$ cat src/pkg/tsw_defines.vh
`ifndef TSW_DEFINES_VH
`define TSW_DEFINES_VH
// word offsets within a 32-bit task state segment (byte offset / 4)
`define TSW_OFF_LINK 5'h00
`define TSW_OFF_LEVEL0_STACK_OFFSET 5'h01
`define TSW_OFF_SS0 5'h02
`define TSW_OFF_PDB 5'h07
`define TSW_OFF_IP 5'h08
`define TSW_OFF_FLAGS 5'h09
`define TSW_OFF_GPR0 5'h0a
`define TSW_OFF_SEG0 5'h12
`define TSW_OFF_LDT 5'h18
`define TSW_OFF_TRAP 5'h19
`define TSW_LAST_WORD 5'h19
// gpr / segment counts
`define TSW_NUM_GPR 4'h8
`define TSW_NUM_SEG 4'h6
// dispatch kinds
`define TSW_KIND_CALL 2'h0
`define TSW_KIND_JMP 2'h1
`define TSW_KIND_INT 2'h2
`define TSW_KIND_EXC 2'h3
// descriptor type codes
`define TSW_TYPE_IDLE 4'h9
`define TSW_TYPE_BUSY 4'hb
// minimum descriptor limit
`define TSW_MIN_LIMIT 32'h00000067
// task register reset values
`define TSW_TR_SEL_RST 16'h0000
`define TSW_TR_BASE_RST 32'h00000000
`define TSW_TR_LIMIT_RST 32'h0000ffff
// fault codes
`define TSW_FLT_NONE 2'h0
`define TSW_FLT_LIMIT 2'h1
`define TSW_FLT_SELF 2'h2
`define TSW_FLT_BUSY 2'h3
`endif

$ cat src/design/tsw_task_switch_sequencer.v
`timescale 1ns/10ps
`include "tsw_defines.vh"

// Notes on behaviour
// [RULE1] start on call, jump, interrupt, exception
// [RULE2] target named by gate or descriptor selector
// [RULE3] save outgoing context into own segment
// [RULE4] load incoming context, resume at new pointer
// [RULE5] callee segment gets caller selector link
// [RULE6] refuse dispatch to the running task
// [RULE7] handler tasks link back, nesting works
// [RULE8] load new local descriptor table selector
// [RULE9] reload page directory base every switch
// [RULE10] software loads task register first
// [RULE11] save eight general registers
// [RULE12] save six segment selectors
// [RULE13] save flags and instruction pointer
// [RULE14] link written only when return expected
// [RULE15] static fields read, never written
// [RULE16] page directory field is physical address
// [RULE17] three level stack selector plus offset
// [RULE18] trap bit raises debug exception
// [RULE19] io map base is 16-bit offset
// [RULE20] software keeps first 104 bytes mapped
// [RULE21] software marks segment pages writable
// [RULE22] busy type refuses call to busy task
// [RULE23] limit below minimum faults, no upper check
// [RULE24] task register resets to zero, ffff limit
// [RULE25] all saves finish before any load
module tsw_task_switch_sequencer (
    input wire ref_clk,
    input wire arst_n,
    // dispatch request from the core
    input wire dsp_req,
    input wire [1:0] dsp_kind,
    input wire dsp_via_gate,
    input wire [15:0] dsp_sel,
    input wire [31:0] dsp_base,
    input wire [31:0] dsp_limit,
    input wire [3:0] dsp_type,
    // load task register op
    input wire ltr_req,
    input wire [15:0] ltr_sel,
    input wire [31:0] ltr_base,
    input wire [31:0] ltr_limit,
    // outgoing context, flat: gpr 8x32, seg 6x16
    input wire [255:0] cur_gpr,
    input wire [95:0] cur_seg,
    input wire [31:0] cur_flags,
    input wire [31:0] cur_ip,
    // memory port, word accesses
    output reg mem_req,
    output reg mem_we,
    output reg [31:0] mem_addr,
    output reg [31:0] mem_wdata,
    input wire mem_ack,
    input wire [31:0] mem_rdata,
    // results
    output reg busy,
    output reg done,
    output reg [1:0] fault,
    output reg fault_valid,
    output reg debug_trap,
    output reg [255:0] new_gpr,
    output reg [95:0] new_seg,
    output reg [31:0] new_flags,
    output reg [31:0] instruction_pointer,
    output reg [15:0] local_descriptor_table_sel,
    output reg [31:0] page_dir_base_register,
    output reg [15:0] io_map_base,
    output reg [15:0] tr_sel,
    output reg [31:0] tr_base,
    output reg [31:0] tr_limit,
    output reg [3:0] old_type,
    output reg [3:0] new_type,
    output reg type_update
);

    // sequencer states
    localparam ST_IDLE = 2'h0;
    localparam ST_SAVE = 2'h1;
    localparam ST_LINK = 2'h2;
    localparam ST_LOAD = 2'h3;

    reg [1:0] state_reg;
    reg [4:0] word_reg;      // current word index in segment
    reg mem_pend_reg;        // access outstanding
    reg link_reg;            // return expected for this switch
    reg [15:0] tgt_sel_reg;
    reg [31:0] tgt_base_reg;
    reg [31:0] tgt_limit_reg;
    reg [15:0] tgt_link_sel_reg;  // caller selector written into callee
    reg [255:0] sav_gpr_reg;      // snapshot of context at dispatch
    reg [95:0] sav_seg_reg;
    reg [31:0] sav_flags_reg;
    reg [31:0] sav_ip_reg;

    // word to save at given index; static words are skipped
    reg [31:0] save_word;
    reg save_valid;
    integer i;
    // separate loop index for the clocked process, so each variable has one driver
    integer j;
    always @*
    begin
        save_word = 32'h00000000;
        save_valid = 1'b0;
        if (word_reg == `TSW_OFF_IP)
        begin
            save_word = sav_ip_reg; // RULE13
            save_valid = 1'b1;
        end
        else if (word_reg == `TSW_OFF_FLAGS)
        begin
            save_word = sav_flags_reg; // RULE13
            save_valid = 1'b1;
        end
        for (i = 0; i < 8; i = i + 1)
            if (word_reg == `TSW_OFF_GPR0 + i[4:0])
            begin
                save_word = sav_gpr_reg[i*32 +: 32]; // RULE11
                save_valid = 1'b1;
            end
        for (i = 0; i < 6; i = i + 1)
            if (word_reg == `TSW_OFF_SEG0 + i[4:0])
            begin
                save_word = {16'h0000, sav_seg_reg[i*16 +: 16]}; // RULE12
                save_valid = 1'b1;
            end
    end

    // dispatch checks, evaluated on the request cycle
    wire self_hit = (dsp_sel[15:3] == tr_sel[15:3]);
    wire is_call = (dsp_kind != `TSW_KIND_JMP);
    wire limit_bad = (dsp_limit < `TSW_MIN_LIMIT);
    wire busy_bad = is_call && (dsp_type == `TSW_TYPE_BUSY);

    // save walks words 0x08..0x17, load walks 0x01..last
    wire [4:0] save_first = `TSW_OFF_IP;
    wire [4:0] save_last = `TSW_OFF_SEG0 + 5'h05;
    wire [4:0] load_first = `TSW_OFF_LEVEL0_STACK_OFFSET;

    // main sequencer
    always @(posedge ref_clk or negedge arst_n)
    begin
        if (!arst_n)
        begin
            state_reg <= ST_IDLE;
            word_reg <= 5'h00;
            mem_pend_reg <= 1'b0;
            link_reg <= 1'b0;
            tgt_sel_reg <= 16'h0000;
            tgt_base_reg <= 32'h00000000;
            tgt_limit_reg <= 32'h00000000;
            tgt_link_sel_reg <= 16'h0000;
            sav_gpr_reg <= 256'h0;
            sav_seg_reg <= 96'h0;
            sav_flags_reg <= 32'h00000000;
            sav_ip_reg <= 32'h00000000;
            mem_req <= 1'b0;
            mem_we <= 1'b0;
            mem_addr <= 32'h00000000;
            mem_wdata <= 32'h00000000;
            busy <= 1'b0;
            done <= 1'b0;
            fault <= `TSW_FLT_NONE;
            fault_valid <= 1'b0;
            debug_trap <= 1'b0;
            new_gpr <= 256'h0;
            new_seg <= 96'h0;
            new_flags <= 32'h00000000;
            instruction_pointer <= 32'h00000000;
            local_descriptor_table_sel <= 16'h0000;
            page_dir_base_register <= 32'h00000000;
            io_map_base <= 16'h0000;
            tr_sel <= `TSW_TR_SEL_RST; // RULE24
            tr_base <= `TSW_TR_BASE_RST; // RULE24
            tr_limit <= `TSW_TR_LIMIT_RST; // RULE24
            old_type <= `TSW_TYPE_IDLE;
            new_type <= `TSW_TYPE_IDLE;
            type_update <= 1'b0;
        end
        else
        begin
            done <= 1'b0;
            fault_valid <= 1'b0;
            debug_trap <= 1'b0;
            type_update <= 1'b0;
            case (state_reg)
                ST_IDLE:
                begin
                    if (ltr_req)
                    begin
                        // task register set up by software before switching
                        tr_sel <= ltr_sel; // RULE10
                        tr_base <= ltr_base;
                        tr_limit <= ltr_limit;
                    end
                    else if (dsp_req) // RULE1 RULE2
                    begin
                        if (self_hit)
                        begin
                            fault <= `TSW_FLT_SELF; // RULE6
                            fault_valid <= 1'b1;
                        end
                        else if (busy_bad)
                        begin
                            fault <= `TSW_FLT_BUSY; // RULE22
                            fault_valid <= 1'b1;
                        end
                        else if (limit_bad)
                        begin
                            fault <= `TSW_FLT_LIMIT; // RULE23
                            fault_valid <= 1'b1;
                        end
                        else
                        begin
                            // snapshot so the core may move on meanwhile
                            sav_gpr_reg <= cur_gpr;
                            sav_seg_reg <= cur_seg;
                            sav_flags_reg <= cur_flags;
                            sav_ip_reg <= cur_ip;
                            tgt_sel_reg <= dsp_sel;
                            tgt_base_reg <= dsp_base;
                            tgt_limit_reg <= dsp_limit;
                            tgt_link_sel_reg <= tr_sel;
                            link_reg <= is_call; // RULE5 RULE7 RULE14
                            fault <= `TSW_FLT_NONE;
                            busy <= 1'b1;
                            word_reg <= save_first;
                            state_reg <= ST_SAVE; // RULE3
                        end
                    end
                end
                ST_SAVE:
                begin
                    if (!mem_pend_reg)
                    begin
                        mem_req <= save_valid;
                        mem_we <= 1'b1;
                        mem_addr <= tr_base + {25'h0, word_reg, 2'b00};
                        mem_wdata <= save_word;
                        mem_pend_reg <= save_valid;
                    end
                    else if (mem_ack)
                    begin
                        mem_req <= 1'b0;
                        mem_pend_reg <= 1'b0;
                        if (word_reg == save_last)
                        begin
                            // every save completes before the first load
                            state_reg <= link_reg ? ST_LINK : ST_LOAD; // RULE25
                            word_reg <= load_first;
                        end
                        else
                            word_reg <= word_reg + 5'h01;
                    end
                end
                ST_LINK:
                begin
                    if (!mem_pend_reg)
                    begin
                        mem_req <= 1'b1;
                        mem_we <= 1'b1;
                        mem_addr <= tgt_base_reg + {25'h0, `TSW_OFF_LINK, 2'b00};
                        mem_wdata <= {16'h0000, tgt_link_sel_reg}; // RULE5
                        mem_pend_reg <= 1'b1;
                    end
                    else if (mem_ack)
                    begin
                        mem_req <= 1'b0;
                        mem_pend_reg <= 1'b0;
                        state_reg <= ST_LOAD;
                    end
                end
                ST_LOAD:
                begin
                    if (!mem_pend_reg)
                    begin
                        // loads are reads only; static fields never written
                        mem_req <= 1'b1;
                        mem_we <= 1'b0; // RULE15
                        mem_addr <= tgt_base_reg + {25'h0, word_reg, 2'b00}; // RULE17
                        mem_wdata <= 32'h00000000;
                        mem_pend_reg <= 1'b1;
                    end
                    else if (mem_ack)
                    begin
                        mem_req <= 1'b0;
                        mem_pend_reg <= 1'b0;
                        // stack pointer words 1..6 are fetched but held by the core
                        if (word_reg == `TSW_OFF_PDB)
                            page_dir_base_register <= mem_rdata; // RULE9 RULE16
                        if (word_reg == `TSW_OFF_IP)
                            instruction_pointer <= mem_rdata; // RULE4
                        if (word_reg == `TSW_OFF_FLAGS)
                            new_flags <= mem_rdata;
                        for (j = 0; j < 8; j = j + 1)
                            if (word_reg == `TSW_OFF_GPR0 + j[4:0])
                                new_gpr[j*32 +: 32] <= mem_rdata;
                        for (j = 0; j < 6; j = j + 1)
                            if (word_reg == `TSW_OFF_SEG0 + j[4:0])
                                new_seg[j*16 +: 16] <= mem_rdata[15:0];
                        if (word_reg == `TSW_OFF_LDT)
                            local_descriptor_table_sel <= mem_rdata[15:0]; // RULE8
                        if (word_reg == `TSW_LAST_WORD)
                        begin
                            debug_trap <= mem_rdata[0]; // RULE18
                            io_map_base <= mem_rdata[31:16]; // RULE19
                            tr_sel <= tgt_sel_reg;
                            tr_base <= tgt_base_reg;
                            tr_limit <= tgt_limit_reg;
                            // jump frees old task; call keeps it busy for return
                            old_type <= link_reg ? `TSW_TYPE_BUSY : `TSW_TYPE_IDLE; // RULE22
                            new_type <= `TSW_TYPE_BUSY;
                            type_update <= 1'b1;
                            busy <= 1'b0;
                            done <= 1'b1; // RULE4
                            state_reg <= ST_IDLE;
                        end
                        else
                            word_reg <= word_reg + 5'h01;
                    end
                end
                default:
                    state_reg <= ST_IDLE;
            endcase
        end
    end

endmodule // tsw_task_switch_sequencer

$ cat config.mk
export PLATFORM = sky130hd
export DESIGN_NAME = tsw_task_switch_sequencer
export DESIGN_NICKNAME = d
export VERILOG_FILES = /design/src/design/tsw_task_switch_sequencer.v
export VERILOG_INCLUDE_DIRS = /design/src /design/src/pkg
export SDC_FILE = /design/constraint.sdc
export NUM_CORES = 2
export LEC_CHECK = 0
export ABC_AREA = 1
export BUFFER_PORTS_ARGS = -buffer_cell sky130_fd_sc_hd__clkbuf_2
export CORE_AREA = 3 3 489 491
export CTS_BUF_LIST = sky130_fd_sc_hd__clkbuf_8
export CTS_CLUSTER_DIAMETER = 150
export DETAILED_ROUTE_END_ITERATION = 10
export DIE_AREA = 0 0 492 494
export GPL_ROUTABILITY_DRIVEN = 1
export PLACE_DENSITY = 0.39
export SLEW_MARGIN = 20
export SYNTH_ARGS = -nofsm -noshare
export SYNTH_HDL_FRONTEND = slang
export SYNTH_SLANG_ARGS = --single-unit
$ cat constraint.sdc
create_clock -name ref_clk -period 3.8 [get_ports ref_clk]
set_clock_uncertainty 0.1 [all_clocks]
set_input_delay 0.38 -clock ref_clk [delete_from_list [all_inputs] [get_ports ref_clk]]
set_output_delay 0.38 -clock ref_clk [all_outputs]
set_load 0.05 [all_outputs]
; Yosys cells after proc, flatten, opt, wreduce, memory -nomap -nowiden
; Index checks and enable logic that the tools add are counted.
[word_totals]
register_bits = 1158
inputBits = 620
output_inout_bits = 641
elab_cells = 253
[op_classes]
add_sub_neg = 3
order_cmp = 1
n_eq_ne = 44
muxes = 120
bitwise = 4
reduce_logical = 36
[op_table]
columns = operator, count
row1 = $mux 32, 30
row2 = $pmux 32 s3, 2
row3 = $pmux 32 s2, 2
row4 = $reduce_and 4->1, 20
row5 = $add 32x7->32, 2
row6 = $mux 16, 4
row7 = $mux 5, 11
row8 = $eq 5x5->1 const B, 10
row9 = $mux 1, 48
row10 = $eq 5x4->1 const B, 8
row11 = $ne 2x2->1 const B, 19
row12 = $lt 32x7->1 const B, 1
row13 = $mux 2, 16
row14 = $pmux 16 s2, 1
row15 = $pmux 5 s3, 1
row16 = $eq 13x13->1, 1
row17 = $reduce_and 13->1, 1
row18 = $reduce_and 11->1, 1
row19 = $reduce_and 9->1, 1
row20 = $pmux 1 s2, 4
row21 = $pmux 2 s4, 1
row22 = $reduce_and 3->1, 2
row23 = $reduce_and 6->1, 1
row24 = $reduce_bool 2->1, 3
row25 = 12 further kinds, 18

; Depth between registers and ports, before layout
[depth]
word_depth = 19
mapped_depth = 26
ltp_nobuf = 23

; Worst setup path before layout
; No wires, ideal clock.
[synth_timing]
kind = register -> register
from = reg state_reg[0]
to = reg mem_addr[24]
setup_ns = 0.077
arrival_time_ns = 4.078
t_required_ns = 3.623
slack_ns = -0.455
path_stages_with_launch = 27
n_path_buf = 6
period_less_slack_ns = 4.255
path_cell_list = dfrtp_1 -> ha_1 -> buf_6 -> buf_6 -> buf_8 -> buf_2 -> clkbuf_1 -> clkbuf_1 -> nand2_1 -> nand2_1 -> ha_1 -> inv_1 -> fa_1 -> o21ai_2 -> nand2_1 -> a21oi_1 -> nand4_1 -> nor2_2 -> inv_2 -> nor2_4 -> nand2_2 -> inv_1 -> nand2_1 -> nor3_2 -> or2_2 -> nand3_1 -> a21oi_1
[synth_between]
elab_chain_len = 3
elab_cells_between_ends = 9
cone_classes = 6 x eq/ne / 1 x mux / 2 x reduce/logical
[synth_lines]
columns = item, line
row1 = from (decl), tsw_task_switch_sequencer.v:85  ; reg [1:0] state_reg;
row2 = from (signal assigned), tsw_task_switch_sequencer.v:252  ; state_reg <= link_reg ? ST_LINK : ST_LOAD;
row3 = $eq 2x1->1 / $eq 2x2->1 (equally long branches), tsw_task_switch_sequencer.v:189  ; case (state_reg)
row4 = $ne 2x2->1 (no source line) / $reduce_bool 3->1 (equally long branches), -
row5 = $reduce_and 4->1 (no source line), -
row6 = to (signal assigned), tsw_task_switch_sequencer.v:241  ; mem_addr <= tr_base + {25'h0, word_reg, 2'b00};
row7 = to (signal assigned), tsw_task_switch_sequencer.v:265  ; mem_addr <= tgt_base_reg + {25'h0, `TSW_OFF_LINK, 2'b00};
row8 = to (signal assigned), tsw_task_switch_sequencer.v:283  ; mem_addr <= tgt_base_reg + {25'h0, word_reg, 2'b00};
row9 = to (decl), tsw_task_switch_sequencer.v:54  ; output reg [31:0] mem_addr,
; Parallel ways exist; a longest one is shown, timed or not.
; A chain may end at the register's enable or synchronous reset.

; Worst setup path in the final report
[layout_timing]
from = reg word_reg[0]
to = reg mem_wdata[22]
[layout_between]
elab_chain_len = 19
elab_cells_between_ends = 34
cone_classes = 16 x eq/ne / 18 x mux
[layout_lines]
columns = item, line
row1 = from (decl), tsw_task_switch_sequencer.v:86  ; reg [4:0] word_reg;
row2 = from (signal assigned), tsw_task_switch_sequencer.v:230  ; word_reg <= save_first;
row3 = from (signal assigned), tsw_task_switch_sequencer.v:253  ; word_reg <= load_first;
row4 = from (signal assigned), tsw_task_switch_sequencer.v:256  ; word_reg <= word_reg + 5'h01;
row5 = $eq 5x4->1 (no source line), -
row6 = $mux 32, tsw_task_switch_sequencer.v:113  ; else if (word_reg == `TSW_OFF_FLAGS)
row7 = $mux 32, tsw_task_switch_sequencer.v:108  ; if (word_reg == `TSW_OFF_IP)
row8 = $mux 32 (8 in series), tsw_task_switch_sequencer.v:119  ; if (word_reg == `TSW_OFF_GPR0 + i[4:0])
row9 = $mux 32 (5 in series), tsw_task_switch_sequencer.v:125  ; if (word_reg == `TSW_OFF_SEG0 + i[4:0])
row10 = $mux 32 *, tsw_task_switch_sequencer.v:125
row11 = $mux 32 *, tsw_task_switch_sequencer.v:237  ; if (!mem_pend_reg)
row12 = $pmux 32 s3 *, tsw_task_switch_sequencer.v:189
row13 = to (signal assigned), tsw_task_switch_sequencer.v:242  ; mem_wdata <= save_word;
row14 = to (signal assigned), tsw_task_switch_sequencer.v:266  ; mem_wdata <= {16'h0000, tgt_link_sel_reg};
row15 = to (decl), tsw_task_switch_sequencer.v:55  ; output reg [31:0] mem_wdata,
; Mark *: on every way between the ends. The rest lies on a longest branch, timed or not. The select of a mux whose other input is x is not followed.

==> results.env <==
POWER.STATIC_LEAKAGE_nW=35.2
AREA_OF_THE_MAPPED_NETLIST_UM2=49200
PLACE_HPWL_MM=184
CLK_LATENCY_PS=960
DIE_AREA_UM2=243000
SYNTHDOMINANTCELLAREASHARE_PCT=58.0
WORST_PATH_LARGEST_CELL_DELAY_PS=580
DESIGN.CORE.AREA_UM2=235000
FLOORPLAN.IO_PINS=1261
RUN_STATUS='finished clean'
ANTENNA_LEFT=0
RSZ0062_AT_GRT='false'
POWER.TOTAL_W=0.0536
NUM_ROWS=178
CLOCK_SHARE_OF_POWER_PCT=24.2
COMB_POWER_SHARE_PCT=40.7
POSTSYNTH.ASYNCRESETSHARE_PCT=100
CTS_NUM_SINKS=1155
PORT-BUFFER-COUNT=1253
SYNTH-MAIN-FF-CELL='dfrtp_1'
FILLCELLCOUNT=24867
VIA_PER_INST=4.29
DIE_Y_UM=494
PLACED_CELLS_INCL_TAPS=9532
CRIT_PATH_TOP_DELAY_CELL='o21ai_0'
DRT_ITER0_MARKERS=3051
FINALSETUPVIOLATIONS=0
CELL_TYPES_WITH_THE_LARGEST_AREA_SHARE_AFTER_SYNTHESIS='dfrtp_1 58%, nand2_1 10%, o21ai_0 9.4%'
CRIT_PATH_MAX_FANOUT=23
START_UTIL_PCT=20.9
NET_SWITCHING_POWER_W=0.0236
DPL_WORST_SLACK_PS=241
SYNTHESIS.YOSYS.WARNINGS=0
GLOBALROUTETOTALUTIL_PCT=20.1
CTS_MAX_PATH_BUFFERS=3
FINAL_PERIOD_MINUS_WORST_SETUP_SLACK_PS=3650
HTREEDEPTH=4
TRITONCTS='built'
VIA_COUNT_OF_THE_ROUTED_DESIGN=46450
TIMING.CRITICAL_PATH.BUF_INV=3
FIRST_GLOBAL_VIAS=48312
POWER_FRAC_SEQ_PCT=35.1
CP_DATA_ARRIVAL_TIME_PS=4350
SORT_OF_ELEMENT_AT_THE_END_OF_THE_CRITICAL_PATH='flop'
FINAL-INSTANCE-COUNT-EXCL-FILL=10824
FIN_NETS=8107
TIMING.SETUP.CRITICAL_PATH_CLASS='flop to flop'
GROWTH_OF_DESIGN_AREA_FROM_SYNTHESIS_TO_FINISH_PCT=48.7
MAXCLOCKFREQUENCY_MHz=274
TOP_CELL_TYPES_BY_OCCURRENCE_AFTER_SYNTHESIS='1317 x nand2_1, 1139 x dfrtp_1, 921 x o21ai_0'
DRT_DRC_VIOLATIONS_LEFT=0
GRT_OVERFLOW=0
WORST_MARGIN_PIN_SLEW_PS=1060
WIRELENGTH_MM=251
FP.DIEW_UM=492
CLKSLEWWORSTSETUPHOLDPATHS_PS=60
CRIT_PATH_CELL_TRACE='inv_1 -> ha_1 -> inv_1 -> nor2_1 -> nand2_1 -> buf_4 -> a31oi_1 -> o22ai_1 -> o21ai_0 -> o21ai_0 -> nand2_1 -> a31oi_1 -> o21ai_0 -> nand2_1'
FINAL_HOLD_VIOL_COUNT=0
MAX_CAP_VIOLATIONS=0
SHARE_OF_FINAL_LAYOUT_STANDARD_CELLS_STRONGER_THAN_DRIVE_STRENGTH_1_PCT=27.2
SYNTH_SEQUENTIAL_AREA_RATIO_PCT=58.8
INTERNAL-POWER_W=0.0300
FAMILY_OF_CELLS_WITH_THE_GREATEST_SUMMED_DELAY_ON_THE_CRITICAL_PATH='compound AO/OA/AOI/OAI gates'
HOLD_PATH.CLASS='primary input to flop'
SYNTH_ENABLE_FLOP_CELLS=0
IRDROPWORSTVDD_mV=0.490
WORST_SLACK_PS=155
POST-SYNTH-TOP-COUNT-CELL='nand2_1'
P_PER_AREA_nW_PER_UM2=734
CRITPATHREQUIREDTIME_PS=4500
CLK_ROOT_BUFFER_CELL='clkbuf_8'
FIRSTDRTPASSITERS=5
SLEW-LIMIT-HEADROOM_PCT=29.4
FINAL.PERIOD_UTILIZATION_PCT=95.9
YOSYSUNIQUECELLTYPES=58
NUMBER_OF_MAX_SLEW_VIOLATIONS_IN_THE_FINAL_REPORT=0
FIRST_PASS_GRT_WIRE_LENGTH_MM=357
SYNTH.AVG_CELL_AREA_UM2=9.27
SYNTH_CELLS=5302
GP_ROUTABILITY_CONGESTION=0.856
SWSHARE_PCT=44.1
SYNTH_TOP_AREA_CELL='dfrtp_1'
WL_PER_CELL_UM=23.2
NUMCTSBUFFERS=217
PIN_COUNT_OF_THE_BIGGEST_NET_ENTERING_GLOBAL_ROUTING=93
FIN_SETUP_TNS_PS=0
GRT_ANTENNA_BEFORE_REPAIR=41
TIMING.CRITICAL_PATH.FROM_TYPE='flop'
YS_FF_LATCH=1155
## layer usage
| metal | wire length, um | global-route usage, % |
|---|---|---|
| met1 | 103000 | 24.6 |
| met2 | 117000 | 32.8 |
| met3 | 19500 | 6.21 |
| met4 | 10800 | 8.36 |
| met5 | 17 | 0 |
## tightest hold or removal path: cells and delay by family
family,cells,cell delay (ps)
buffers and inverters,2,480
AOI/OAI and AO/OA,1,280
## per-stage QoR
step	instance area [um^2]	utilization (%)	hold slack (ps)
after global placement	59700	25.4	360
after CTS	73000	31.0	0.0707
after floorplan	49200	-	-15.6
after detailed placement	59700	25.4	367
after global routing	73100	31.1	6.06
final	73100	31.1	129
## logic make-up (layout without fill, tap and decap cells)
family          after synthesis  count (layout)  synth area share, %
buf+inv                     834            3172                 6.81
xor+xnor                     12              12                0.214
simple gates               1711            1711                 13.8
compound gates             1320            1320                 14.1
mux                         253             253                 5.80
other cells                   2              36               0.0153
fa+ha+maj                    15              15                0.397
flops                      1155            1155                 58.8
## final cells by class
type                       count  area, um^2  share of cell area (%)
multi-input combinational   3317       17000                    23.3
inverter                     490        1840                    2.52
tap                         3150        3940                    5.39
clock buffer                 272        3740                    5.12
sequential                  1155       28900                    39.6
timing repair buffer        2291       16700                    22.8
clock inverter               119         887                    1.21
antenna                       30        75.1                   0.103
## final timing paths
path	slack, ps	depth (start not counted)	from	end
worst max register to register	150	14	word_reg[0]	mem_wdata[22]
worst min-delay path	130	3	mem_rdata[7]	new_gpr[167]
min in group asynchronous	210	3	arst_n	new_seg[14]
max in group asynchronous	2750	4	arst_n	new_gpr[107]
worst max-delay path	150	14	word_reg[0]	mem_wdata[22]
worst min register to register	370	1	new_type[1]	new_type[1]
## repair_timing
action,CTS,global route
gates resized for setup,0,2
setup buffers,0,4
endpoints found under the setup margin,0,6
hold buffers,866,1
endpoints found under the hold margin,1936,13
## cells in the final DEF (no fill, tap or decap), types with 7 or more instances in the layout
cell type | Yosys | final
dfstp_2 | 16 | 16
clkbuf_2 | 0 | 1252
nor3_1 | 25 | 23
a31oi_1 | 87 | 87
dlygate4sd3_1 | 0 | 866
nand2_1 | 1317 | 1305
nor2_4 | 3 | 7
clkinv_2 | 0 | 12
dfrtp_1 | 1139 | 1139
inv_2 | 8 | 12
ha_1 | 14 | 12
xor2_1 | 7 | 7
buf_12 | 0 | 34
nand2_2 | 6 | 17
nand4_1 | 10 | 10
o21bai_1 | 11 | 11
buf_4 | 13 | 138
nor2_1 | 224 | 220
mux2_2 | 253 | 253
o211ai_1 | 31 | 31
o21ai_0 | 921 | 920
o221ai_1 | 10 | 10
clkbuf_8 | 5 | 272
nand3_1 | 92 | 91
diode_2 | 0 | 30
inv_1 | 477 | 556
nor2_2 | 7 | 7
o21ai_1 | 15 | 16
a21oi_1 | 212 | 210
a211oi_1 | 14 | 14
## power groups by stage
stage / Combinational (W) / Clock (W) / Sequential [W]
2_1_floorplan: 0.00871 / 0 / 0.0230
3_3_place_gp: 0.0209 / 0 / 0.0189
3_5_place_dp: 0.0210 / 0 / 0.0190
4_1_cts: 0.0220 / 0.0135 / 0.0188
5_1_grt: 0.0237 / 0.0140 / 0.0193
6_report: 0.0218 / 0.0130 / 0.0188
(Power assumes the default switching activity.)
